## src/verilog/brc_pkg.sv

```systemverilog
// shared constants of the battery-backed real-time clock core
package brc_pkg;

  // ********************************
  // clocks and timing
  // ********************************
  localparam int CLK_HZ            = 50_000_000;
  localparam int OSC_HZ            = 32768;
  localparam int HALF_SEC_TICKS    = OSC_HZ / 2;
  localparam int RELEASE_MIN_MS    = 100;
  localparam int RELEASE_MAX_MS    = 110;
  localparam int RELEASE_DELAY_MS  = 105;
  localparam int RELEASE_DELAY_CYC = RELEASE_DELAY_MS * (CLK_HZ / 1000);
  localparam int HALT_TIMEOUT_US   = 80;
  localparam int HALT_CYC          = HALT_TIMEOUT_US * (CLK_HZ / 1_000_000);
  localparam int ADJ_COARSE_SEC    = 20;
  localparam int ADJ_FINE_SEC      = 60;

  // ********************************
  // register offsets
  // ********************************
  localparam logic [3:0] REG_SEC   = 4'h0;
  localparam logic [3:0] REG_MIN   = 4'h1;
  localparam logic [3:0] REG_HOUR  = 4'h2;
  localparam logic [3:0] REG_WEEK  = 4'h3;
  localparam logic [3:0] REG_DAY   = 4'h4;
  localparam logic [3:0] REG_MONTH = 4'h5;
  localparam logic [3:0] REG_YEAR  = 4'h6;
  localparam logic [3:0] REG_ADJ   = 4'h7;
  localparam logic [3:0] REG_WMIN  = 4'h8;
  localparam logic [3:0] REG_WHOUR = 4'h9;
  localparam logic [3:0] REG_WDAYS = 4'ha;
  localparam logic [3:0] REG_DMIN  = 4'hb;
  localparam logic [3:0] REG_DHOUR = 4'hc;
  localparam logic [3:0] REG_CTRL1 = 4'he;
  localparam logic [3:0] REG_CTRL2 = 4'hf;

  // ********************************
  // field positions and codes
  // ********************************
  localparam int C1_WALE  = 7;
  localparam int C1_DALE  = 6;
  localparam int ADJ_DEV  = 7;
  localparam int C2_VDSL  = 7;
  localparam int C2_VDET  = 6;
  localparam int C2_XST   = 5;
  localparam int C2_PON   = 4;
  localparam int C2_SCR1  = 3;
  localparam int C2_CTFG  = 2;
  localparam int C2_WAFG  = 1;
  localparam int C2_DAFG  = 0;

  localparam logic [2:0] CT_OFF   = 3'h0;
  localparam logic [2:0] CT_LOW   = 3'h1;
  localparam logic [2:0] CT_2HZ   = 3'h2;
  localparam logic [2:0] CT_1HZ   = 3'h3;
  localparam logic [2:0] CT_SEC   = 3'h4;
  localparam logic [2:0] CT_MIN   = 3'h5;
  localparam logic [2:0] CT_HOUR  = 3'h6;
  localparam logic [2:0] CT_MONTH = 3'h7;

  localparam logic [7:0] SEC_MAX   = 8'h59;
  localparam logic [7:0] HOUR_MAX  = 8'h23;
  localparam logic [7:0] MONTH_MAX = 8'h12;
  localparam logic [7:0] YEAR_MAX  = 8'h99;
  localparam logic [2:0] WEEK_MAX  = 3'h6;

endpackage

```

## src/verilog/brc_rtc_core.sv

```systemverilog
// real-time clock core: calendar, alarms, periodic interrupt, supply and oscillator monitors
// ********************************
// Overview of operation
// - main supply feeds core unless below detect
// - supply-low output low while main supply low
// - supply-low release waits fixed delay after rise
// - release delay 100 to 110 ms, 105 typical
// - serial access stops while main supply low
// - data line open drain, never driven high
// - host reads and writes each time unit
// - years divisible by four are leap years
// - weekly alarm matches minute, hour, weekday set
// - daily alarm matches hour and minute only
// - both alarms share one active-low interrupt
// - each alarm keeps a pollable flag
// - rate trim in 3 or 1 ppm steps
// - cold power-up resets control registers
// - cold power-up sets sticky power-on flag
// - oscillator halt latches a readable flag
// - supply monitor samples each second, latches drop
// - periodic rates 2 Hz to monthly
// - pulse waveform for 2/1 Hz, else level
// - periodic state readable as a flag
// - 32 kHz clock always driven out
// ********************************
`timescale 1ns/100ps
module brc_rtc_core
  import brc_pkg::*;
#(
  parameter int         RELEASE_CYC = RELEASE_DELAY_CYC,
  parameter logic [6:0] DEV_ADDR    = 7'h5a  // arbitrary bus address
)
(
  input  wire logic clk_sys,
  input  wire logic nrst,
  input  wire logic osc32k,
  input  wire logic mainAboveDetect,
  input  wire logic mainAboveRelease,
  input  wire logic vddAboveHigh,
  input  wire logic vddAboveLow,
  input  wire logic scl,
  input  wire logic sda,
  output logic      sdaDrv,
  output logic      sdaOe,
  output logic      useBackupSupply,
  output logic      mainSupplyLowOut,
  output logic      mainSupplyLowOe,
  output logic      irqNOut,
  output logic      irqNOe,
  output logic      khz32Out
);

  localparam logic [22:0]        REL_LAST  = 23'(RELEASE_CYC - 1);
  localparam logic [11:0]        HALT_LAST = 12'(HALT_CYC);
  localparam logic signed [15:0] HALF_LAST = 16'(HALF_SEC_TICKS - 1);
  localparam logic signed [15:0] QUARTER   = 16'(HALF_SEC_TICKS / 2);
  localparam logic [5:0]         ADJ_CRS   = 6'(ADJ_COARSE_SEC - 1);
  localparam logic [5:0]         ADJ_FIN   = 6'(ADJ_FINE_SEC - 1);

  // ********************************
  // state
  // ********************************
  typedef struct packed {
    logic                oscA, oscB, oscC;
    logic                mainA, mainB, riseA, riseB;
    logic                vhA, vhB, vlA, vlB;
    logic signed [15:0]  pre;
    logic                halfSec;
    logic [5:0]          adjCnt;
    logic [7:0]          sec, min, hour;
    logic [2:0]          week;
    logic [7:0]          day, month, year;
    logic [7:0]          adj, wMin, wHour;
    logic [6:0]          wDays;
    logic [7:0]          dMin, dHour, ctrl1;
    logic                vdsl, vdet, xst, ponClr, scratch1, ctfg, wafg, dafg;
    logic                almChk;
    logic [11:0]         haltCnt;
    logic [22:0]         relCnt;
    logic                supplyGood, useBackup, irqOe, khzOut;
  } brc_core_t;

  brc_core_t          s;
  brc_core_t          n;
  logic [1:0]         rstSync;
  logic               rstN;
  logic [3:0]         regAddr;
  logic               wrEn;
  logic [7:0]         wrData;
  logic [7:0]         rdData;
  logic               oscRise;
  logic               halfTick;
  logic               secTick;
  logic               minTick;
  logic               hourTick;
  logic               dayTick;
  logic               monthTick;
  logic               yearTick;
  logic               levelEv;
  logic               pulseLow;
  logic               adjNow;
  logic signed [15:0] adjOff;
  logic [2:0]         ct;

  // ********************************
  // calendar helpers
  // ********************************
  function automatic logic [7:0] bcdInc(input logic [7:0] v);
    bcdInc = (v[3:0] == 4'h9) ? {v[7:4] + 4'h1, 4'h0} : v + 8'h01;
  endfunction

  // any two-digit year divisible by four, 00 included
  function automatic logic isLeap(input logic [7:0] y);
    if (y[4])
      isLeap = (y[3:0] == 4'h2) || (y[3:0] == 4'h6);
    else
      isLeap = (y[3:0] == 4'h0) || (y[3:0] == 4'h4) || (y[3:0] == 4'h8);
  endfunction

  function automatic logic [7:0] lastDay(input logic [7:0] m, input logic [7:0] y);
    case (m)
      8'h02:                      lastDay = isLeap(y) ? 8'h29 : 8'h28;
      8'h04, 8'h06, 8'h09, 8'h11: lastDay = 8'h30;
      default:                    lastDay = 8'h31;
    endcase
  endfunction

  // ********************************
  // reset release
  // ********************************
  always_ff @(posedge clk_sys or negedge nrst)
  begin
    if (!nrst)
      rstSync <= 2'b00;
    else
      rstSync <= {rstSync[0], 1'b1};
  end

  assign rstN = rstSync[1];

  // ********************************
  // next state
  // ********************************
  always_comb
  begin
    n       = s;
    n.oscA  = osc32k;
    n.oscB  = s.oscA;
    n.oscC  = s.oscB;
    n.mainA = mainAboveDetect;
    n.mainB = s.mainA;
    n.riseA = mainAboveRelease;
    n.riseB = s.riseA;
    n.vhA   = vddAboveHigh;
    n.vhB   = s.vhA;
    n.vlA   = vddAboveLow;
    n.vlB   = s.vlA;
    n.khzOut = s.oscB;
    ct      = s.ctrl1[2:0];

    // time base: half seconds from crystal edges, trimmed at each adjust slot
    oscRise   = s.oscB & ~s.oscC;
    halfTick  = oscRise && (s.pre >= HALF_LAST);
    secTick   = halfTick && s.halfSec;
    minTick   = secTick && s.sec == SEC_MAX;
    hourTick  = minTick && s.min == SEC_MAX;
    dayTick   = hourTick && s.hour == HOUR_MAX;
    monthTick = dayTick && s.day == lastDay(s.month, s.year);
    yearTick  = monthTick && s.month == MONTH_MAX;
    adjNow    = s.adjCnt == (s.adj[ADJ_DEV] ? ADJ_FIN : ADJ_CRS);
    // two crystal ticks per step: ~3 ppm over 20 s, ~1 ppm over 60 s
    adjOff    = {{8{s.adj[6]}}, s.adj[6:0], 1'b0};
    if (oscRise)
      n.pre = halfTick ? ((secTick && adjNow) ? adjOff : 16'sh0000) : s.pre + 16'sh0001;
    if (halfTick)
      n.halfSec = ~s.halfSec;
    if (secTick)
      n.adjCnt = adjNow ? 6'h00 : s.adjCnt + 6'h01;

    // calendar chain
    if (secTick)
      n.sec = minTick ? 8'h00 : bcdInc(s.sec);
    if (minTick)
      n.min = hourTick ? 8'h00 : bcdInc(s.min);
    if (hourTick)
      n.hour = dayTick ? 8'h00 : bcdInc(s.hour);
    if (dayTick)
    begin
      n.week = (s.week == WEEK_MAX) ? 3'h0 : s.week + 3'h1;
      n.day  = monthTick ? 8'h01 : bcdInc(s.day);
    end
    if (monthTick)
      n.month = yearTick ? 8'h01 : bcdInc(s.month);
    if (yearTick)
      n.year = (s.year == YEAR_MAX) ? 8'h00 : bcdInc(s.year);
    // compare one cycle later, against the already advanced minute
    n.almChk = minTick;

    // oscillator watchdog
    if (oscRise)
      n.haltCnt = 12'h000;
    else if (s.haltCnt != HALT_LAST)
      n.haltCnt = s.haltCnt + 12'h001;

    // host writes; flag clears are and-masks so later sets still win
    if (wrEn)
      case (regAddr)
        REG_SEC:
        begin
          n.sec     = {1'b0, wrData[6:0]};
          n.pre     = 16'sh0000;
          n.halfSec = 1'b0;
        end
        REG_MIN:   n.min   = {1'b0, wrData[6:0]};
        REG_HOUR:  n.hour  = {2'b00, wrData[5:0]};
        REG_WEEK:  n.week  = wrData[2:0];
        REG_DAY:   n.day   = {2'b00, wrData[5:0]};
        REG_MONTH: n.month = {3'b000, wrData[4:0]};
        REG_YEAR:  n.year  = wrData;
        REG_ADJ:   n.adj   = wrData;
        REG_WMIN:  n.wMin  = {1'b0, wrData[6:0]};
        REG_WHOUR: n.wHour = {2'b00, wrData[5:0]};
        REG_WDAYS: n.wDays = wrData[6:0];
        REG_DMIN:  n.dMin  = {1'b0, wrData[6:0]};
        REG_DHOUR: n.dHour = {2'b00, wrData[5:0]};
        REG_CTRL1: n.ctrl1 = wrData;
        REG_CTRL2:
        begin
          n.vdsl     = wrData[C2_VDSL];
          n.vdet     = s.vdet & wrData[C2_VDET];
          n.xst      = wrData[C2_XST];
          n.ponClr   = s.ponClr | ~wrData[C2_PON];
          n.scratch1 = wrData[C2_SCR1];
          n.ctfg     = s.ctfg & wrData[C2_CTFG];
          n.wafg     = s.wafg & wrData[C2_WAFG];
          n.dafg     = s.dafg & wrData[C2_DAFG];
        end
        default:   n.adj = s.adj;
      endcase

    // hardware flag sets
    if (s.haltCnt == HALT_LAST)
      n.xst = 1'b0;
    if (secTick && (s.vdsl ? !s.vlB : !s.vhB))
      n.vdet = 1'b1;
    if (s.almChk && s.ctrl1[C1_WALE] && s.min == s.wMin && s.hour == s.wHour && s.wDays[s.week])
      n.wafg = 1'b1;
    if (s.almChk && s.ctrl1[C1_DALE] && s.min == s.dMin && s.hour == s.dHour)
      n.dafg = 1'b1;

    // periodic interrupt
    case (ct)
      CT_SEC:   levelEv = secTick;
      CT_MIN:   levelEv = minTick;
      CT_HOUR:  levelEv = hourTick;
      CT_MONTH: levelEv = monthTick;
      default:  levelEv = 1'b0;
    endcase
    pulseLow = (ct == CT_2HZ) ? (s.pre < QUARTER) : !s.halfSec;
    if (ct == CT_2HZ || ct == CT_1HZ)
      n.ctfg = pulseLow;
    else if (levelEv)
      n.ctfg = 1'b1;

    // shared interrupt line
    n.irqOe = (ct == CT_LOW) || (ct != CT_OFF && s.ctfg) ||
              (s.wafg && s.ctrl1[C1_WALE]) || (s.dafg && s.ctrl1[C1_DALE]);

    // main supply monitor and release delay
    n.useBackup = !s.mainB;
    if (!s.mainB)
    begin
      n.supplyGood = 1'b0;
      n.relCnt     = 23'h000000;
    end
    else if (!s.supplyGood)
    begin
      if (!s.riseB)
        n.relCnt = 23'h000000;
      else if (s.relCnt == REL_LAST)
        n.supplyGood = 1'b1;
      else
        n.relCnt = s.relCnt + 23'h000001;
    end
  end

  // cold power-up clears every field: control at default, power-on flag shown set
  always_ff @(posedge clk_sys or negedge rstN)
  begin
    if (!rstN)
      s <= '0;
    else
      s <= n;
  end

  // ********************************
  // register read
  // ********************************
  always_comb
  begin
    rdData = 8'h00;
    case (regAddr)
      REG_SEC:   rdData = s.sec;
      REG_MIN:   rdData = s.min;
      REG_HOUR:  rdData = s.hour;
      REG_WEEK:  rdData = {5'h00, s.week};
      REG_DAY:   rdData = s.day;
      REG_MONTH: rdData = s.month;
      REG_YEAR:  rdData = s.year;
      REG_ADJ:   rdData = s.adj;
      REG_WMIN:  rdData = s.wMin;
      REG_WHOUR: rdData = s.wHour;
      REG_WDAYS: rdData = {1'b0, s.wDays};
      REG_DMIN:  rdData = s.dMin;
      REG_DHOUR: rdData = s.dHour;
      REG_CTRL1: rdData = s.ctrl1;
      REG_CTRL2:
      begin
        rdData[C2_VDSL] = s.vdsl;
        rdData[C2_VDET] = s.vdet;
        rdData[C2_XST]  = s.xst;
        rdData[C2_PON]  = ~s.ponClr;
        rdData[C2_SCR1] = s.scratch1;
        rdData[C2_CTFG] = s.ctfg;
        rdData[C2_WAFG] = s.wafg;
        rdData[C2_DAFG] = s.dafg;
      end
      default:   rdData = 8'h00;
    endcase
  end

  // ********************************
  // serial host link
  // ********************************
  brc_serial_slave #(
    .DEV_ADDR (DEV_ADDR)
  ) u_slave (
    .clk_sys (clk_sys),
    .rstN    (rstN),
    .hostEn  (s.mainB),
    .scl     (scl),
    .sda     (sda),
    .sdaDrv  (sdaDrv),
    .sdaOe   (sdaOe),
    .regAddr (regAddr),
    .wrEn    (wrEn),
    .wrData  (wrData),
    .rdData  (rdData)
  );

  // open-drain pins only ever pull low
  assign useBackupSupply  = s.useBackup;
  assign mainSupplyLowOut = 1'b0;
  assign mainSupplyLowOe  = !s.supplyGood;
  assign irqNOut          = 1'b0;
  assign irqNOe           = s.irqOe;
  assign khz32Out         = s.khzOut;
endmodule

```

## src/verilog/brc_serial_slave.sv

```systemverilog
// two-wire serial slave moving bytes between host and register file
`timescale 1ns/100ps
module brc_serial_slave
  import brc_pkg::*;
#(
  parameter logic [6:0] DEV_ADDR = 7'h5a  // arbitrary bus address
)
(
  input  wire logic       clk_sys,
  input  wire logic       rstN,
  input  wire logic       hostEn,
  input  wire logic       scl,
  input  wire logic       sda,
  output logic            sdaDrv,
  output logic            sdaOe,
  output logic [3:0]      regAddr,
  output logic            wrEn,
  output logic [7:0]      wrData,
  input  wire logic [7:0] rdData
);

  typedef enum logic [2:0] {
    SL_IDLE = 3'b000,
    SL_ADDR = 3'b001,
    SL_AACK = 3'b010,
    SL_WRB  = 3'b011,
    SL_WACK = 3'b100,
    SL_RDB  = 3'b101,
    SL_RACK = 3'b110
  } brc_slave_state_t;

  typedef struct packed {
    logic             sclA, sclB, sclC, sdaA, sdaB, sdaC;
    brc_slave_state_t st;
    logic [3:0]       bitCnt;
    logic [7:0]       sh;
    logic [3:0]       ptr;
    logic             gotPtr, rw, nack, oe, wr;
  } brc_slave_t;

  brc_slave_t s;
  brc_slave_t n;
  logic       sclRise;
  logic       sclFall;
  logic       startC;
  logic       stopC;

  always_comb
  begin
    n       = s;
    n.wr    = 1'b0;
    n.sclA  = scl;
    n.sclB  = s.sclA;
    n.sclC  = s.sclB;
    n.sdaA  = sda;
    n.sdaB  = s.sdaA;
    n.sdaC  = s.sdaB;
    sclRise = s.sclB & ~s.sclC;
    sclFall = ~s.sclB & s.sclC;
    startC  = s.sclB & s.sclC & s.sdaC & ~s.sdaB;
    stopC   = s.sclB & s.sclC & ~s.sdaC & s.sdaB;
    // pointer steps after the write has been seen at its old value
    if (s.wr)
      n.ptr = s.ptr + 4'h1;
    if (!hostEn || stopC)
    begin
      n.st = SL_IDLE;
      n.oe = 1'b0;
    end
    else if (startC)
    begin
      n.st     = SL_ADDR;
      n.bitCnt = 4'h0;
      n.oe     = 1'b0;
    end
    else
      case (s.st)
        SL_ADDR, SL_WRB:
          if (sclRise)
          begin
            n.sh     = {s.sh[6:0], s.sdaB};
            n.bitCnt = s.bitCnt + 4'h1;
          end
          else if (sclFall && s.bitCnt == 4'h8)
          begin
            n.oe = 1'b1;
            if (s.st == SL_WRB)
            begin
              n.st = SL_WACK;
              if (s.gotPtr)
                n.wr = 1'b1;
              else
              begin
                n.ptr    = s.sh[7:4];
                n.gotPtr = 1'b1;
              end
            end
            else if (s.sh[7:1] == DEV_ADDR)
            begin
              n.st     = SL_AACK;
              n.rw     = s.sh[0];
              n.gotPtr = 1'b0;
            end
            else
            begin
              n.st = SL_IDLE;
              n.oe = 1'b0;
            end
          end
        SL_AACK, SL_RACK, SL_WACK:
          if (sclRise && s.st == SL_RACK)
            n.nack = s.sdaB;
          else if (sclFall)
          begin
            n.bitCnt = 4'h0;
            n.oe     = 1'b0;
            if (s.st == SL_RACK && s.nack)
              n.st = SL_IDLE;
            else if (s.st != SL_WACK && s.rw)
            begin
              n.st  = SL_RDB;
              n.sh  = rdData;
              n.ptr = s.ptr + 4'h1;
              n.oe  = ~rdData[7];
            end
            else
              n.st = SL_WRB;
          end
        SL_RDB:
          if (sclFall)
          begin
            if (s.bitCnt == 4'h7)
            begin
              n.st = SL_RACK;
              n.oe = 1'b0;
            end
            else
            begin
              n.sh     = {s.sh[6:0], 1'b0};
              n.oe     = ~s.sh[6];
              n.bitCnt = s.bitCnt + 4'h1;
            end
          end
        default:
          n.st = SL_IDLE;
      endcase
  end

  always_ff @(posedge clk_sys or negedge rstN)
  begin
    if (!rstN)
      s <= '0;
    else
      s <= n;
  end

  // the line is only ever pulled low; the high level is the pull-up's
  assign sdaDrv  = 1'b0;
  assign sdaOe   = s.oe;
  assign regAddr = s.ptr;
  assign wrEn    = s.wr;
  assign wrData  = s.sh;
endmodule

```

## config.mk

```make
export PLATFORM = sky130hd
export DESIGN_NAME = brc_rtc_core
export DESIGN_NICKNAME = d
export VERILOG_FILES = /design/src/verilog/brc_pkg.sv /design/src/verilog/brc_rtc_core.sv /design/src/verilog/brc_serial_slave.sv
export SDC_FILE = /design/constraint.sdc
export NUM_CORES = 1
export LEC_CHECK = 0
export BUFFER_PORTS_ARGS = -buffer_cell sky130_fd_sc_hd__buf_2
export CAP_MARGIN = 20
export CORE_UTILIZATION = 30
export DETAILED_ROUTE_END_ITERATION = 7
export GPL_TIMING_DRIVEN = 0
export PLACE_DENSITY = 0.53
export SYNTH_ARGS = -nofsm -noshare
export SYNTH_HDL_FRONTEND = slang
export SYNTH_SLANG_ARGS = --single-unit
```

## constraint.sdc

```tcl
create_clock -name clk_sys -period 9.9 [get_ports clk_sys]
set_clock_uncertainty 0.05 [all_clocks]
set_input_delay 1.98 -clock clk_sys [delete_from_list [all_inputs] [get_ports clk_sys]]
set_output_delay 1.98 -clock clk_sys [all_outputs]
set_load 0.02 [all_outputs]
```

# --- Yosys cells after proc, flatten, opt, wreduce, memory -nomap -nowiden ---
# Index checks and enable logic that the tools add are counted.
# W data, S select, Z words.
classes:
  n_addsub: 19
  bitwise: 27
  order_cmp: 3
  n_reduce_logical: 78
  eq_ne: 81
  mux: 117
op_table:
  columns: ["cell", "count"]
  rows:
  - ["$mux W8", 26]
  - ["$pmux W8 S15", 1]
  - ["$mux W114", 1]
  - ["$mux W12", 6]
  - ["$eq A4 B4 Y1 const B", 15]
  - ["$add A8 B1 Y8 const B", 6]
  - ["$mux W16", 3]
  - ["$mux W24", 2]
  - ["$mux W23", 2]
  - ["$mux W7", 6]
  - ["$mux W19", 2]
  - ["$mux W6", 6]
  - ["$pmux W12 S3", 1]
  - ["$mux W1", 34]
  - ["$mux W17", 2]
  - ["$add A4 B1 Y4 const B", 8]
  - ["$eq A4 B3 Y1 const B", 7]
  - ["$reduce_and A2 Y1", 14]
  - ["$mux W3", 9]
  - ["$eq A3 B3 Y1 const B", 8]
  - ["$add A23 B1 Y23 const B", 1]
  - ["$eq A23 B23 Y1 const B", 1]
  - ["$logic_and A1 B1 Y1", 23]
  - ["$reduce_bool A2 Y1", 10]
  - ["60 further kinds", 131]
word_totals:
  ff_bits: 213
  out_inout_bits: 8
  inputBits: 9

# --- Depth between registers and ports, before layout ---
logic_depth:
  word_depth: 16
  mapped_depth: 16
  mapped_depth_nobuf: 14

# --- Cells and area by module ---
# Synthesis repeated with hierarchy kept, for this count alone.
hier_totals:
  hier_cells: 1393
  hier_area_um2: 12788.5
by_module_without_submodules:
  columns: ["module", "area_per_inst_um2", "n_inst", "cells_per_inst"]
  rows:
  - ["brc_rtc_core", 10816.6, 1, 1195]
  - ["brc_serial_slave", 1971.9, 1, 198]

# --- Worst setup path after synthesis ---
# Ideal clock, no wire load.
synth_path:
  kind: "register to register"
  from: "reg s[161] in the netlist's numbering"
  to: "reg s[116] in the netlist's numbering"
  setup_slack_ps: 6719
  setup_ps: 94
  stages_incl_launch_ff: 16
  period_less_slack_ps: 3181
  required_time_ps: 9756
  t_arrival_ps: 3037
  cell_sequence: "dfrtp_1 -> ha_1 -> and3_1 -> a41oi_1 -> nor2_1 -> nand2_1 -> inv_1 -> ha_1 -> and4b_1 -> nand4_1 -> nor2_1 -> nand2_1 -> a21o_1 -> buf_6 -> or3_1 -> a211oi_1"
synth_lines:
  columns: ["element", "line_no", "text"]
  rows:
  - ["start: declaration", "brc_rtc_core.sv:83", "brc_core_t s;"]
  - ["start signal: assignment", "brc_rtc_core.sv:293", "s <= n;"]

==> run_results.csv <==
group,metric,value,unit
setup_path,worstPathRequired,10.31,ns
routing,dr_wl_met2,17400,µm
synth,synthFlopType,"dfrtp_1",
synth,syn_avg_cell_area,8.90,µm²
timing,setup_slack,5.67,ns
setup_path,worstSetupStartpointType,"flip-flop",
clock_network,cts.sinks,213,
global_route,grtUsageTotal,18.7,%
placement,gp_congestion,0.963,
global_route,grt_pass1_wl,61300,µm
clock_network,cts.htree.levels,1,
clock_network,cts_buffers,27,
synth,ys_seq_area_share,43.3,%
synth,yosys_warnings,0,
setup_path,critPathKind,"reg2reg",
routing,wirelength,38800,µm
timing,tightest_slew,1.05,ns
placement,io_buffers,13,
power_and_ir_drop,p_per_area,146,nW/µm²
routing,wirelength_met1,18300,µm
power_and_ir_drop,swShare,25.8,%
cells_and_area,num-nets-final,1474,
cells_and_area,n_antenna_cell,0,
global_route,grt_pass1_vias,10400,
clock_network,insertion_delay,0.56,ns
clock_network,clk_pin_slew,0.06,ns
timing,post-route-min-period,4.23,ns
routing,drt-pass1-iter-count,6,
timing,fmax,236,MHz
routing,dr.max_layer_used,"met4",
global_route,overflow,0,
clock_network,cts_resized,0,
synth,yosysMostFrequentCell,"dfrtp_1",
timing,hold_violations,0,
timing,period_share,42.8,%
timing,rsz0062_at_grt,"false",
routing,via_per_inst,5.52,
synth,yosys.area.top_type,"dfrtp_1",
placement,dpl.hpwl,27400,µm
power_and_ir_drop,combPwrFrac,6.4,%
synth,syn_area,12300,µm²
power_and_ir_drop,peakVddDrop,0.121,mV
synth,synth-edff-count,0,
floorplanning,fp.dieH,205,µm
clock_network,cts_tree,"done",
global_route,antenna_found_initial,0,
floorplanning,die_area,41900,µm²
status,status,"complete, no violations",
setup_path,end_kind,"flip-flop",
synth,synth_top_area_share,43.3,%
routing,drt_iter0_drc,1096,
cells_and_area,area_growth,13.8,%
run,drv_cap,0,
power_and_ir_drop,leakage,5.80,nW
setup_path,worstPathArrival,4.64,ns
worst_hold_path,hold_path_class,"reg2async",
routing,drt_drc_violations_left,0,
clock_network,clock_path_buffers,3,
cells_and_area,fin_util,35.0,%
global_route,grt_max_degree,68,
timing,final_max_slew_viol_count,0,
floorplanning,die_w,205,µm
clock_network,cts_root_buf,"clkbuf_16",
clock_network,post-cts-setup-buffer-count,0,
timing,slew_headroom,30.2,%
routing,via_count,10900,
floorplanning,start_util,30.7,%
synth,async_flop_share,100,%
setup_path,crit_path_max_fanout,10,
setup_path,crit_start,"s[161]",
timing,setup_viol,0,
synth,synth-seq-cells,213,
synth,synth_commonest_cells,"dfrtp_1 (213), nand2_1 (150), o21ai_0 (130), nor2_1 (113), a21oi_1 (91)",
power_and_ir_drop,seqPwrFrac,45.3,%
cells_and_area,drive_above_1_share,8.60,%
synth,synth_cells,1385,
floorplanning,pin_count,17,
floorplanning,core,40100,µm²
timing,setup_tns,0,ns
clock_network,ctsHoldBuffers,0,
floorplanning,core.rowCount,73,
power_and_ir_drop,intPower,1.52,mW
routing,ant_nets,0,
setup_path,r2r-start,"s[161]",
routing,wire_per_inst,19.6,µm
synth,synth.area.top_cells,"dfrtp_1 (43%), o21ai_0 (5.3%), nand2_1 (4.6%)",
routing,dr_wl_met3,2160,µm
power_and_ir_drop,p_sw,0.529,mW
power_and_ir_drop,clock_power_share,48.3,%
placement,dp_slack,5.67,ns
synth,synthDistinctLibCells,79,
[placed cells by master, fill, tap and decap left out, drive strengths merged, types with 21 or more instances in the layout]
cell    instances
o21ai         132
nor3           32
clkbuf        109
buf            40
inv            47
o22ai          21
xor2           22
ha             32
mux2           39
a21oi          91
nand3          51
a31oi          21
xnor2          41
nand4          27
nand2         150
dfrtp         213
nor2          113
and3           27
[metrics by stage]
stage	hold slack [ns]	cells	cell area [µm²]	total power, mW
floorplan	0.281	1387	12300	1.01
global placement	0.282	1925	13100	1.07
detailed placement	0.228	1929	13100	1.08
CTS	0.235	1978	14000	2.07
global route	0.245	1978	14000	2.12
finish	0.211	1978	14000	2.05
[state kept, by name, summed over array words and instances, names as in the netlist]
| register | flops |
|---|---|
| adjOff | 7 |
| ct | 3 |
| irqNOe | 1 |
| khz32Out | 1 |
| n | 6 |
| rstSync | 2 |
| s | 162 |
| u_slave.n | 4 |
| u_slave.regAddr | 4 |
| u_slave.s | 12 |
| u_slave.sdaOe | 1 |
| u_slave.wrData | 8 |
| u_slave.wrEn | 1 |
| useBackupSupply | 1 |
[layout make-up]
cell class / instances / area [µm²]
plain buffers: 95 / 402
clock buffers: 37 / 753
clock inverters: 12 / 128
fillers: 4134 / 26100
inverters: 47 / 176
multi-input cells: 1032 / 6420
flip-flops and latches: 213 / 5330
well taps: 525 / 657
repair buffers: 17 / 153
[critical path, stage by stage (launching register included)]
cell	delay, ns
dfrtp_1	0.40
ha_1	0.23
and3_1	0.24
a41oi_1	0.14
nor2_1	0.36
nand2_1	0.17
inv_1	0.09
ha_1	0.24
and4b_1	0.29
and4_1	0.19
clkbuf_1	0.41
nand2_1	0.24
clkbuf_1	0.34
a21oi_1	0.31
nand2_1	0.10
xor2_1	0.15
nor3_1	0.18
[logic make-up after synthesis]
logic type      share of synthesized area, %
compound gates                          20.4
xor+xnor                                4.48
fa+ha+maj                               3.25
buf+inv                                 4.69
flops                                   43.3
mux                                     5.07
other cells                           0.0609
simple gates                            18.8
[routing by layer]
layer,global-route usage (%),vias to the layer above
li1,-,5128
met1,27.2,5404
met4,6.13,0
met5,0,-
met3,2.07,58
met2,28.7,335
[path summary, 6_finish.rpt]
check	to	slack, ns	cells past startpoint
max reg2reg	s[125]	5.67	16
max	s[125]	5.67	16
max in group asynchronous	rstSync[1]	8.55	1
min	s[120]	0.21	0
min reg2reg	s[120]	0.21	0
min in group clk_sys	u_slave.n[27]	0.30	0
[power by group through the flow]
stage | clock network, mW | logic (mW) | registers, mW
floorplan | 0 | 0.0698 | 0.944
global placement | 0 | 0.111 | 0.958
detailed placement | 0 | 0.132 | 0.943
CTS | 1.01 | 0.133 | 0.927
global route | 1.04 | 0.145 | 0.932
finish | 0.990 | 0.131 | 0.928
(Power assumes the default switching activity.)
